==> src/logic/crsm_pkg.sv <==
// Purpose: Constants for the core reset and supply monitor.
// Assumes: 250 MHz clock.
// Notes: Times are in ns; cycle counts derive from them.
package crsm_pkg;
    // ======================================================
    // Timing
    localparam int CLK_NS = 4;
    localparam int POR_MIN_LOW_NS = 361;
    localparam int POR_MIN_LOW_CYC = (POR_MIN_LOW_NS + CLK_NS - 1) / CLK_NS;
    localparam int POR_ASSERT_MAX_NS = 1500;
    localparam int POR_ASSERT_MAX_CYC = POR_ASSERT_MAX_NS / CLK_NS;
    localparam int OV_SWITCH_MAX_NS = 1000;
    localparam int OV_SWITCH_MAX_CYC = OV_SWITCH_MAX_NS / CLK_NS;
    localparam int UV_FILTER_MIN_NS = 800;
    localparam int UV_FILTER_MAX_NS = 2000;
    localparam int UV_FILTER_CYC = (UV_FILTER_MIN_NS + CLK_NS - 1) / CLK_NS;
    localparam int BG_FILTER_NS = 9000;
    localparam int BG_FILTER_CYC = BG_FILTER_NS / CLK_NS;
    localparam int CNT_W = 12;
    localparam logic [CNT_W-1:0] POR_MIN_LOW_LEN = CNT_W'(POR_MIN_LOW_CYC);
    localparam logic [CNT_W-1:0] UV_FILTER_LEN = CNT_W'(UV_FILTER_CYC);
    localparam logic [CNT_W-1:0] BG_FILTER_LEN = CNT_W'(BG_FILTER_CYC);
    localparam logic [CNT_W-1:0] BG_DROP_LEN = 12'h001;
    localparam logic [3:0] SOFT_RESET_LEN = 4'h8;
    // ======================================================
    // Serial words and register map
    localparam int WORD_W = 16;
    localparam int ADDR_W = 10;
    localparam int CMD_WRITE_BIT = 15;
    localparam logic [ADDR_W-1:0] ADDR_DRIVER_CONFIGURATION = 10'h1C5;
    localparam logic [ADDR_W-1:0] ADDR_DRIVER_FAULT_FLAGS = 10'h1D2;
    localparam logic [ADDR_W-1:0] ADDR_PART_IDENTIFICATION = 10'h1D5;
    localparam logic [ADDR_W-1:0] ADDR_SERIAL_SOFT_RESET = 10'h1FF;
    localparam int CFG_UV5_IRQ_EN = 0;
    localparam int CFG_GATE_IRQ_EN = 1;
    localparam int CFG_GATE_EXT_EN = 2;
    localparam logic [WORD_W-1:0] CFG_RESET = 16'h0000;
    localparam logic [WORD_W-1:0] CFG_WRITE_MASK = 16'h0007;
    localparam int FLG_UV5 = 0;
    localparam int FLG_GATE_UV = 1;
    localparam int FLG_UV5_LIVE = 2;
    localparam int FLG_GATE_UV_LIVE = 3;
    localparam int FLG_OV5_LIVE = 4;
    localparam logic [WORD_W-1:0] CONTROL_PATTERN = 16'h00A8;
    localparam logic [WORD_W-1:0] READ_IN_RESET = 16'h0000;
    // Identification value is arbitrary.
    localparam logic [WORD_W-1:0] PART_ID_VALUE = 16'h5C3A;
    typedef enum logic [2:0] {
        PH_IDLE = 3'b001,
        PH_CMD = 3'b010,
        PH_DATA = 3'b100
    } crsm_phase_t;
endpackage : crsm_pkg

==> src/logic/crsm_word_if.sv <==
`timescale 1ns/100ps
// Purpose: Word transport between serial shifter and core.
// Assumes: One clock domain.
// Notes: word_valid is a one-cycle pulse.
interface crsm_word_if;
    logic enable;
    logic frame_active;
    logic word_valid;
    logic [15:0] word;
    logic [15:0] tx_word;
    modport shifter(input enable, input tx_word, output frame_active, output word_valid,
                    output word);
    modport core(output enable, output tx_word, input frame_active, input word_valid,
                 input word);
endinterface : crsm_word_if

==> src/logic/crsm_deglitch.sv <==
`timescale 1ns/100ps
// Purpose: Anti-glitch filter with separate rise and fall lengths.
// Assumes: Input synchronous to clk_i.
// Notes: Output follows input once it has held for the length.
module crsm_deglitch #(
    parameter logic [11:0] RISE_LEN = 12'h001,
    parameter logic [11:0] FALL_LEN = 12'h001
) (
    input wire logic clk_i,
    input wire logic resetn_i,
    input wire logic in_i,
    output logic out_o
);
    logic [11:0] cnt;
    logic [11:0] limit;
    assign limit = in_i ? RISE_LEN : FALL_LEN;
    always_ff @(posedge clk_i or negedge resetn_i) begin
        if (!resetn_i) begin
            cnt <= 12'h000;
            out_o <= 1'b0;
        end else if (in_i == out_o) begin
            cnt <= 12'h000;
        end else if (cnt >= limit - 12'h001) begin
            cnt <= 12'h000;
            out_o <= in_i;
        end else begin
            cnt <= cnt + 12'h001;
        end
    end
endmodule : crsm_deglitch

==> src/logic/crsm_spi_shift.sv <==
`timescale 1ns/100ps
// Purpose: Serial shifter, 16-bit words, sample on rising SCLK.
// Assumes: SCLK phases last at least three clk_i cycles.
// Notes: Held silent while the core enable is low.
module crsm_spi_shift (
    input wire logic clk_i,
    input wire logic resetn_i,
    input wire logic sclk_i,
    input wire logic cs_n_i,
    input wire logic mosi_i,
    output logic miso_o,
    crsm_word_if.shifter bus
);
    logic sclk_q;
    logic rise;
    logic fall;
    logic [3:0] bit_cnt;
    logic [15:0] rx;
    logic [15:0] tx;
    assign rise = sclk_i & ~sclk_q;
    assign fall = ~sclk_i & sclk_q;
    assign miso_o = tx[15];
    always_ff @(posedge clk_i or negedge resetn_i) begin
        if (!resetn_i) begin
            sclk_q <= 1'b0;
        end else begin
            sclk_q <= sclk_i;
        end
    end
    always_ff @(posedge clk_i or negedge resetn_i) begin
        if (!resetn_i) begin
            bit_cnt <= 4'h0;
            rx <= 16'h0000;
            bus.word_valid <= 1'b0;
            bus.word <= 16'h0000;
            bus.frame_active <= 1'b0;
        end else if (!bus.enable || cs_n_i) begin
            bit_cnt <= 4'h0;
            rx <= 16'h0000;
            bus.word_valid <= 1'b0;
            bus.frame_active <= 1'b0;
        end else begin
            bus.frame_active <= 1'b1;
            bus.word_valid <= rise && (bit_cnt == 4'hF);
            if (rise) begin
                rx <= {rx[14:0], mosi_i};
                bit_cnt <= bit_cnt + 4'h1;
                bus.word <= {rx[14:0], mosi_i};
            end
        end
    end
    always_ff @(posedge clk_i or negedge resetn_i) begin
        if (!resetn_i) begin
            tx <= 16'h0000;
        end else if (!bus.enable) begin
            tx <= 16'h0000;
        end else if (cs_n_i || (fall && bit_cnt == 4'h0)) begin
            tx <= bus.tx_word;
        end else if (fall) begin
            tx <= {tx[14:0], 1'b0};
        end
    end
endmodule : crsm_spi_shift

==> src/logic/crsm_top.sv <==
`timescale 1ns/100ps
// Purpose: Core reset generation and 5 V supply monitoring.
// Assumes: Comparator inputs are synchronous to clk_i.
// Notes: Registers and serial logic clear on core reset; filters, core regulator and 5 V disconnect do not.
module crsm_top (
    input wire logic clk_i,
    input wire logic resetn_i,
    input wire logic external_reset_pin_n_i,
    input wire logic core_supply_low_i,
    input wire logic core_supply_high_i,
    input wire logic bandgap_stable_i,
    input wire logic five_volt_ov_i,
    input wire logic five_volt_ov_gate_i,
    input wire logic five_volt_uv_raw_i,
    input wire logic gate_supply_undervoltage_i,
    input wire logic spi_sclk_i,
    input wire logic spi_cs_n_i,
    input wire logic spi_mosi_i,
    output logic spi_miso_o,
    output logic core_reset_n_o,
    output logic bandgap_ready_o,
    output logic core_regulator_enable_o,
    output logic gate_regulator_enable_o,
    output logic five_volt_disconnect_o,
    output logic predriver_disable_o,
    output logic irq_n_o
);
    import crsm_pkg::*;

    localparam int POR_WAIT = POR_ASSERT_MAX_CYC;
    localparam int OV_WAIT = OV_SWITCH_MAX_CYC;

    crsm_word_if spi ();

    logic bandgap_ready;
    logic five_volt_undervoltage;
    logic power_on_reset_n;
    logic serial_soft_reset_n;
    logic [11:0] low_cnt;
    logic [3:0] soft_cnt;
    logic soft_req;
    logic [WORD_W-1:0] driver_configuration;
    logic [WORD_W-1:0] sticky_flags;
    logic [WORD_W-1:0] flags_view;
    crsm_phase_t phase;
    logic cmd_write;
    logic [ADDR_W-1:0] cmd_addr;
    logic cmd_take;
    logic data_take;
    logic flags_read;
    logic [ADDR_W-1:0] word_addr;

    // ======================================================
    // Reference and filters
    crsm_deglitch #(
        .RISE_LEN(BG_FILTER_LEN),
        .FALL_LEN(BG_DROP_LEN)
    ) u_bg_filter (
        .clk_i(clk_i),
        .resetn_i(resetn_i),
        .in_i(bandgap_stable_i),
        .out_o(bandgap_ready)
    );

    crsm_deglitch #(
        .RISE_LEN(UV_FILTER_LEN),
        .FALL_LEN(UV_FILTER_LEN)
    ) u_uv_filter (
        .clk_i(clk_i),
        .resetn_i(resetn_i),
        .in_i(five_volt_uv_raw_i),
        .out_o(five_volt_undervoltage)
    );

    assign bandgap_ready_o = bandgap_ready;

    // ======================================================
    // Power-on reset
    always_ff @(posedge clk_i or negedge resetn_i) begin
        if (!resetn_i) begin
            low_cnt <= 12'h000;
        end else if (!core_supply_low_i) begin
            low_cnt <= 12'h000;
        end else if (low_cnt < POR_MIN_LOW_LEN) begin
            low_cnt <= low_cnt + 12'h001;
        end
    end

    // The regulator cannot bring the supply up before the reference is
    // ready, so reset is held regardless of the comparators until then.
    always_ff @(posedge clk_i or negedge resetn_i) begin
        if (!resetn_i) begin
            power_on_reset_n <= 1'b0;
        end else if (!bandgap_ready) begin
            power_on_reset_n <= 1'b0;
        end else if (low_cnt >= POR_MIN_LOW_LEN - 12'h001 && core_supply_low_i) begin
            power_on_reset_n <= 1'b0;
        end else if (core_supply_high_i) begin
            power_on_reset_n <= 1'b1;
        end
    end

    // ======================================================
    // Serial soft reset
    // The stretch counter is reset by resetn_i only, so the pulse
    // survives the core reset that it causes.
    assign soft_req = data_take && cmd_write && cmd_addr == ADDR_SERIAL_SOFT_RESET;

    always_ff @(posedge clk_i or negedge resetn_i) begin
        if (!resetn_i) begin
            soft_cnt <= 4'h0;
        end else if (soft_req) begin
            soft_cnt <= SOFT_RESET_LEN;
        end else if (soft_cnt != 4'h0) begin
            soft_cnt <= soft_cnt - 4'h1;
        end
    end

    assign serial_soft_reset_n = (soft_cnt == 4'h0);

    always_ff @(posedge clk_i or negedge resetn_i) begin
        if (!resetn_i) begin
            core_reset_n_o <= 1'b0;
        end else begin
            // Gate supply and battery play no part here.
            core_reset_n_o <= power_on_reset_n
                && external_reset_pin_n_i
                && serial_soft_reset_n;
        end
    end

    // ======================================================
    // Regulators and supply protection
    always_ff @(posedge clk_i or negedge resetn_i) begin
        if (!resetn_i) begin
            core_regulator_enable_o <= 1'b0;
            gate_regulator_enable_o <= 1'b0;
            five_volt_disconnect_o <= 1'b0;
        end else begin
            core_regulator_enable_o <= bandgap_ready;
            gate_regulator_enable_o <= bandgap_ready
                && !five_volt_ov_gate_i
                && core_reset_n_o
                && !driver_configuration[CFG_GATE_EXT_EN];
            five_volt_disconnect_o <= five_volt_ov_i;
        end
    end

    always_ff @(posedge clk_i or negedge resetn_i) begin
        if (!resetn_i) begin
            predriver_disable_o <= 1'b1;
        end else begin
            predriver_disable_o <= five_volt_undervoltage
                || gate_supply_undervoltage_i
                || !core_reset_n_o;
        end
    end

    // ======================================================
    // Serial command handling
    assign spi.enable = core_reset_n_o;
    assign word_addr = spi.word[ADDR_W-1:0];
    assign cmd_take = spi.word_valid && phase == PH_CMD;
    assign data_take = spi.word_valid && phase == PH_DATA;
    assign flags_read = cmd_take && !spi.word[CMD_WRITE_BIT]
        && word_addr == ADDR_DRIVER_FAULT_FLAGS;

    always_ff @(posedge clk_i or negedge resetn_i) begin
        if (!resetn_i) begin
            phase <= PH_IDLE;
        end else if (!core_reset_n_o || !spi.frame_active) begin
            phase <= PH_IDLE;
        end else begin
            unique case (phase)
                PH_IDLE: begin
                    phase <= PH_CMD;
                end
                PH_CMD: begin
                    if (spi.word_valid) begin
                        phase <= PH_DATA;
                    end
                end
                PH_DATA: begin
                    if (spi.word_valid) begin
                        phase <= PH_CMD;
                    end
                end
            endcase
        end
    end

    always_ff @(posedge clk_i or negedge resetn_i) begin
        if (!resetn_i) begin
            cmd_write <= 1'b0;
            cmd_addr <= '0;
        end else if (!core_reset_n_o) begin
            cmd_write <= 1'b0;
            cmd_addr <= '0;
        end else if (cmd_take) begin
            cmd_write <= spi.word[CMD_WRITE_BIT];
            cmd_addr <= word_addr;
        end
    end

    function automatic logic [WORD_W-1:0] read_reg(input logic [ADDR_W-1:0] a);
        logic [WORD_W-1:0] v;
        v = '0;
        if (a == ADDR_DRIVER_CONFIGURATION) begin
            v = driver_configuration;
        end else if (a == ADDR_DRIVER_FAULT_FLAGS) begin
            v = flags_view;
        end else if (a == ADDR_PART_IDENTIFICATION) begin
            v = PART_ID_VALUE;
        end
        return v;
    endfunction : read_reg

    always_ff @(posedge clk_i or negedge resetn_i) begin
        if (!resetn_i) begin
            spi.tx_word <= READ_IN_RESET;
        end else if (!core_reset_n_o) begin
            spi.tx_word <= READ_IN_RESET;
        end else if (!spi.frame_active) begin
            spi.tx_word <= CONTROL_PATTERN;
        end else if (cmd_take) begin
            spi.tx_word <= spi.word[CMD_WRITE_BIT] ? '0 : read_reg(word_addr);
        end else if (data_take) begin
            spi.tx_word <= CONTROL_PATTERN;
        end
    end

    crsm_spi_shift u_shift (
        .clk_i(clk_i),
        .resetn_i(resetn_i),
        .sclk_i(spi_sclk_i),
        .cs_n_i(spi_cs_n_i),
        .mosi_i(spi_mosi_i),
        .miso_o(spi_miso_o),
        .bus(spi.shifter)
    );

    // ======================================================
    // Registers
    always_ff @(posedge clk_i or negedge resetn_i) begin
        if (!resetn_i) begin
            driver_configuration <= CFG_RESET;
        end else if (!core_reset_n_o) begin
            driver_configuration <= CFG_RESET;
        end else if (data_take && cmd_write
                     && cmd_addr == ADDR_DRIVER_CONFIGURATION) begin
            driver_configuration <= spi.word & CFG_WRITE_MASK;
        end
    end

    // A set in the same cycle as the read wins, so no event is lost.
    always_ff @(posedge clk_i or negedge resetn_i) begin
        if (!resetn_i) begin
            sticky_flags <= '0;
        end else if (!core_reset_n_o) begin
            sticky_flags <= '0;
        end else begin
            sticky_flags[FLG_UV5] <= five_volt_undervoltage
                || (sticky_flags[FLG_UV5] && !flags_read);
            sticky_flags[FLG_GATE_UV] <= gate_supply_undervoltage_i
                || (sticky_flags[FLG_GATE_UV] && !flags_read);
        end
    end

    always_comb begin
        flags_view = sticky_flags;
        flags_view[FLG_UV5_LIVE] = five_volt_undervoltage;
        flags_view[FLG_GATE_UV_LIVE] = gate_supply_undervoltage_i;
        flags_view[FLG_OV5_LIVE] = five_volt_ov_i;
    end

    always_ff @(posedge clk_i or negedge resetn_i) begin
        if (!resetn_i) begin
            irq_n_o <= 1'b1;
        end else begin
            irq_n_o <= !((driver_configuration[CFG_UV5_IRQ_EN] && sticky_flags[FLG_UV5])
                || (driver_configuration[CFG_GATE_IRQ_EN]
                    && sticky_flags[FLG_GATE_UV]));
        end
    end
endmodule : crsm_top

==> config.mk <==
export PLATFORM = sky130hd
export DESIGN_NAME = crsm_top
export DESIGN_NICKNAME = d
export VERILOG_FILES = /design/src/logic/crsm_pkg.sv /design/src/logic/crsm_word_if.sv /design/src/logic/crsm_deglitch.sv /design/src/logic/crsm_spi_shift.sv /design/src/logic/crsm_top.sv
export SDC_FILE = /design/constraint.sdc
export NUM_CORES = 1
export LEC_CHECK = 0
export BUFFER_PORTS_ARGS = -buffer_cell sky130_fd_sc_hd__buf_2
export CORE_MARGIN = 8
export CORE_UTILIZATION = 55
export DETAILED_ROUTE_END_ITERATION = 8
export HOLD_SLACK_MARGIN = 0.08
export PLACE_DENSITY_LB_ADDON = 0.05
export SLEW_MARGIN = 20
export SYNTH_ARGS = -nofsm -noshare
export SYNTH_HDL_FRONTEND = slang
export SYNTH_SLANG_ARGS = --single-unit
export TNS_END_PERCENT = 50
==> constraint.sdc <==
create_clock -name clk_i -period 2.55 [get_ports clk_i]
set_clock_uncertainty 0.15 [all_clocks]
set_input_delay 0.51 -clock clk_i [delete_from_list [all_inputs] [get_ports clk_i]]
set_output_delay 0.51 -clock clk_i [all_outputs]
set_load 0.02 [all_outputs]
# --- After elaboration in Yosys (flattened, before gate mapping) ---
# Cells that the tools add are included.
# W data, S select, Z words.
word_totals:
  ff_bits: 151
  input_bits: 13
  output_inout_bits: 8
classes:
  add_sub_neg: 6
  order_cmp: 4
  eq_ne: 19
  n_mux: 40
  bitwise_logic: 7
  reduce_logical: 43
ops:
  columns: ["operator", "n"]
  rows:
  - ["$mux W16", 11]
  - ["$mux W12", 7]
  - ["$mux W15", 4]
  - ["$eq A10 B9 Y1 const B", 5]
  - ["$add A12 B1 Y12 const B", 3]
  - ["$mux W10", 2]
  - ["$logic_and A1 B1 Y1", 19]
  - ["$mux W4", 4]
  - ["$ge A12 B12 Y1", 1]
  - ["$ge A12 B7 Y1 const B", 1]
  - ["$ge A12 B8 Y1 const B", 1]
  - ["$lt A12 B7 Y1 const B", 1]
  - ["$sub A12 B1 Y12 const B", 1]
  - ["$mux W3", 3]
  - ["$ne A3 B1 Y1 const B", 3]
  - ["$pmux W3 S3", 1]
  - ["$logic_not A4 Y1", 2]
  - ["$logic_or A1 B1 Y1", 8]
  - ["$reduce_and A2 Y1", 4]
  - ["$logic_not A1 Y1", 7]
  - ["$mux W1", 7]
  - ["$ne A2 B1 Y1 const B", 3]
  - ["$not A1 Y1", 5]
  - ["$add A4 B1 Y4 const B", 1]
  - ["other kinds (12)", 15]

# --- Longest topological paths before layout ---
logic_depth:
  depth_word: 8
  ltp_mapped: 7
  depth_no_buf: 6

# --- Cells and area by module ---
# From an unflattened synthesis, not the netlist that was laid out.
hier_totals:
  hier_cells: 582
  hier_area_um2: 6134.6
by_module_without_submodules:
  columns: ["mod", "instances", "cells_each", "area_per_inst_um2"]
  rows:
  - ["crsm_spi_shift", 1, 239, 2523.7]
  - ["crsm_top", 1, 223, 2308.5]
  - ["crsm_deglitch (u_bg_filter)", 1, 74, 754.5]
  - ["crsm_deglitch (u_uv_filter)", 1, 46, 548.0]

# --- Least setup slack after synthesis ---
# OpenSTA, ideal clock, no wires.
synth_path:
  kind: "input-to-reg"
  startpoint: "input port bandgap_stable_i"
  endpoint: "register u_bg_filter.cnt[10]"
  arrival_time_ps: 1900
  required_time_ps: 2329
  path_slack_ps: 429
  cell_stages: 6
  n_path_buf: 1
  path_cell_list: "ha_1 > or4b_1 > a221oi_2 > o21ai_2 > buf_6 > nor2_1"
synth_between:
  elab_chain_cells: 5
  word_cells_on_any_way: 6
  cone_classes: "add/sub: 1; order compare: 1; eq/ne: 1; mux: 3"
synth_lines:
  columns: ["element", "line_no", "rtl"]
  rows:
  - ["start: declaration", "crsm_top.sv:11", "input wire logic bandgap_stable_i,"]
  - ["$mux W12", "crsm_deglitch.sv:16", "assign limit = in_i ? RISE_LEN : FALL_LEN;"]
  - ["$sub A12 B1 Y12", "crsm_deglitch.sv:23", "end else if (cnt >= limit - 12'h001) begin"]
  - ["$ge A12 B12 Y1", "crsm_deglitch.sv:23", null]
  - ["$mux W12", "crsm_deglitch.sv:23", null]
  - ["$mux W12 (*)", "crsm_deglitch.sv:21", "end else if (in_i == out_o) begin"]
  - ["end signal: assignment", "crsm_deglitch.sv:27", "cnt <= cnt + 12'h001;"]
  - ["end: declaration", "crsm_deglitch.sv:14", "logic [11:0] cnt;"]
# Mark *: on every way between the ends. The rest lies on a longest branch, timed or not.
# A chain may end at the register's enable or synchronous reset.

# --- Final worst setup path ---
layout_path:
  startpoint: "register u_bg_filter.cnt[0]"
  endpoint: "register u_bg_filter.cnt[11]"
layout_between:
  elab_chain_cells: 3
  word_cells_on_any_way: 4
  cone_classes: "add/sub: 1; order compare: 1; mux: 2"
layout_lines:
  columns: ["element", "line_no"]
  rows:
  - ["$add A12 B1 Y12 or $ge A12 B12 Y1 (tied branches)", "crsm_deglitch.sv:27, crsm_deglitch.sv:23"]
  - ["$mux W12 (*)", "crsm_deglitch.sv:23"]
  - ["$mux W12 (*)", "crsm_deglitch.sv:21"]
# Marks and branches as above.

==> results.tsv <==
stage	metric	value	unit
status	status	completed	
floorplanning	io-pin-count	21	
routing	drcViolationCount	0	
critical_path	path_cells	inv_1 > ha_1 > or4b_1 > a221oi_2 > o21ai_2 > a21oi_1	
global_route	grt_pass1_wl	19300	µm
clocking	clockRootBuffer	clkbuf_8	
timing	tightest_slew	550	ps
routing	avgRoutedWirePerCell	15.2	µm
clocking	cts_made_buffers	17	
timing	timing.setup.tns	0	ps
power	powerDensity	736	mW/mm²
final_layout	num_antenna_cells	0	
place	place_congestion	0.788	
routing	via_count	3961	
floorplanning	die_h	116	µm
final_layout	drive_above_1_share	0.157	
yosys	synth_edf_count	0	
worst_hold_path	hold_start	core_supply_high_i	
final_layout	areaGrowthSynthToFinish	17.4	%
power	swShare	0.234	
yosys	synth_cell_type_count	57	
routing	ant_nets	0	
timing	fin_crit	2190	ps
clocking	cts.sinks	125	
global_route	grt_antenna_before_repair	0	
global_route	grt_pass1_vias	4050	
floorplanning	die_x	116	µm
power	leakage	2.99	nW
final_layout	finalNonFillerCells	718	
global_route	grt_start_max_net_pins	49	
critical_path	critPathBufInv	1	
global_route	grt_usage	0.183	
power	p_int	3.67	mW
timing	slew_viol_final	0	
critical_path	cp-end-kind	register	
routing	vias_per_cell	5.52	
routing	wl	10900	µm
yosys	netlist_instances	531	
worst_hold_path	whs_path_depth	3	
power	ir_drop	432	µV
final_layout	num-fill-cells	765	
clocking	cts_post_setup_buffers_inserted	0	
final_layout	nNetsFinal	598	
timing	slew_headroom	0.630	
yosys	synth-seq-cells	125	
power	p_clk_frac	0.491	
critical_path	r2r_cells	6	
routing	drt_iter0_drc	256	
critical_path	worstPathRequired	2850	ps
critical_path	r2r-start	u_bg_filter.cnt[0]	
floorplanning	initial_utilization	0.568	
timing	finalHoldViolations	0	
clocking	htree_levels	4	
yosys	ys_seq_area_frac	0.564	
yosys	synth_ff_type	dfrtp_1	
critical_path	crit_fanout	12	
critical_path	worstPathArrival	2490	ps
yosys	netlist_area	0.00555	mm²
timing	rsz0062_at_grt	no	
clocking	cts_tree	yes	
clocking	clock_latency	530	ps
job	cap_violations	0	
place	dp_cells	678	
critical_path	start_kind	register	
floorplanning	rows	36	
critical_path	crit_type	register to register	
critical_path	startpoint	u_bg_filter.cnt[0]	
clocking	clk_path_buf_depth	2	
floorplanning	die-area	0.0136	mm²
clocking	cts_hold_buf	8	
timing	setup_viol	0	
place	port_buffers	20	
timing	max_freq	457	MHz
place	place_hpwl	7270	µm
floorplanning	core_area	0.00977	mm²
critical_path	critical_path.top_delay_family	compound AO/OA/AOI/OAI gates	
yosys	syn_avg_cell_area	10.5	µm²
timing	min_period_over_period	0.859	
yosys	async_reset_ff_frac	1.00	
power	combPwrFrac	0.067	
global_route	overflow	0	
worst_hold_path	min_path_type	input pin to register	
clocking	clk_pin_slew	60	ps
final_layout	ff_latch_area	0.00313	mm²
critical_path	critPathMaxStageDelay	520	ps
power	power_frac_seq	0.442	
routing	firstDrtPassIters	4	
critical_path	cpMaxStageDelayCell	or4b_1	
final_layout	multi_input_area	0.00229	mm²
critical_path	cp_num_cells	6	
power	p_switching	1.12	mW
yosys	yosysWarnings	0	
clocking	cts_resized	0	
power by group through the flow:
stage               combinational, mW  sequential, mW  clock (mW)
finish                          0.321            2.12        2.35
CTS                             0.327            2.12        2.40
detailed placement              0.315            2.15           0
global placement                0.308            2.15           0
floorplan                       0.190            2.14           0
global route                    0.364            2.13        2.49
worst paths after layout:
path	slack, ps	end
min	150	power_on_reset_n
max in group asynchronous	1310	u_uv_filter.cnt[1]
min in group asynchronous	330	cmd_addr[0]
max reg2reg	360	u_bg_filter.cnt[11]
min reg2reg	300	u_uv_filter.cnt[0]
max	360	u_bg_filter.cnt[11]
layer usage:
metal / GRT usage / up-vias / share of wire
li1: - / 1950 / -
met1: 0.233 / 1938 / 0.47
met2: 0.290 / 60 / 0.49
met4: 0.0838 / 0 / 0.015
met3: 0.0440 / 13 / 0.034
met5: 0 / - / 0
cell usage after synthesis (4+ instances only):
cell type / n / area [µm²]
a22oi_1: 4 / 30.0
nand3_1: 26 / 130
nor2_1: 31 / 116
clkbuf_1: 15 / 56.3
a21boi_0: 15 / 113
and2_1: 7 / 43.8
mux2_2: 11 / 124
ha_1: 13 / 163
nand2_1: 95 / 357
a22o_1: 7 / 61.3
dfrtp_1: 122 / 3050
a21oi_1: 26 / 130
xnor2_1: 5 / 43.8
or3_1: 4 / 25.0
xor2_1: 15 / 131
nand4_1: 21 / 131
or4_1: 4 / 30.0
nor2b_1: 5 / 31.3
and3_1: 4 / 25.0
inv_1: 13 / 48.8
nand2b_1: 8 / 50.1
o21ai_0: 15 / 75.1
sequential cells by signal, indices dropped and copies added (netlist names), 2 cells and up:
register	cells
u_shift.bit_cnt	4
cmd_addr	10
u_shift.bus.word	11
u_uv_filter.cnt	12
low_cnt	12
u_shift.tx	16
driver_configuration	3
u_shift.rx	15
soft_cnt	4
sticky_flags	2
u_bg_filter.cnt	12
phase	3
spi.tx_word	8
metrics by stage:
step | util | total power [mW] | area [µm²] | setup slack [ps] | hold WS (ps)
floorplan | - | 2.33 | 5560 | 429 | 64.4
global placement | 0.599 | 2.46 | 5860 | 186 | 294
detailed placement | 0.599 | 2.47 | 5860 | 128 | 301
CTS | 0.667 | 4.85 | 6520 | 353 | 125
global route | 0.667 | 4.98 | 6520 | 200 | 156
finish | 0.667 | 4.80 | 6520 | 360 | 152
cells by family (layout without fill, tap and decap cells):
family / Yosys count / in the layout / share of synthesized area
xor+xnor: 20 / 20 / 0.0316
fa+ha+maj: 13 / 13 / 0.0293
other cells: 1 / 4 / 0.000676
simple gates: 234 / 234 / 0.213
buf+inv: 35 / 86 / 0.0257
flops: 125 / 125 / 0.564
mux: 14 / 14 / 0.0277
compound gates: 89 / 89 / 0.108
tightest hold or removal path: stages:
cell and delay (ps):
buf_2 70, o21ai_0 90, a21oi_1 110
cell usage in the layout, fill, tap and decap left out, types with 8 or more instances in the layout:
master         count
ha_1              13
xor2_1            15
dfrtp_1          122
nand3_1           26
mux2_2            11
nand4_1           21
a21oi_1           26
dlygate4sd3_1      8
nand2_1           95
buf_2             19
clkbuf_16         16
inv_1             13
o21ai_0           15
a21boi_0          15
nor2_1            31
nand2b_1           8
buf_4             12
final cells by class:
class / count / share of cell area
Multi-Input combinational cell: 374 / 0.351
Sequential cell: 125 / 0.480
Clock buffer: 19 / 0.0662
Clock inverter: 13 / 0.0226
Tap cell: 133 / 0.0255
Inverter: 13 / 0.00749
Timing Repair Buffer: 41 / 0.0468
No activity file was read; power rests on OpenSTA's default activity.
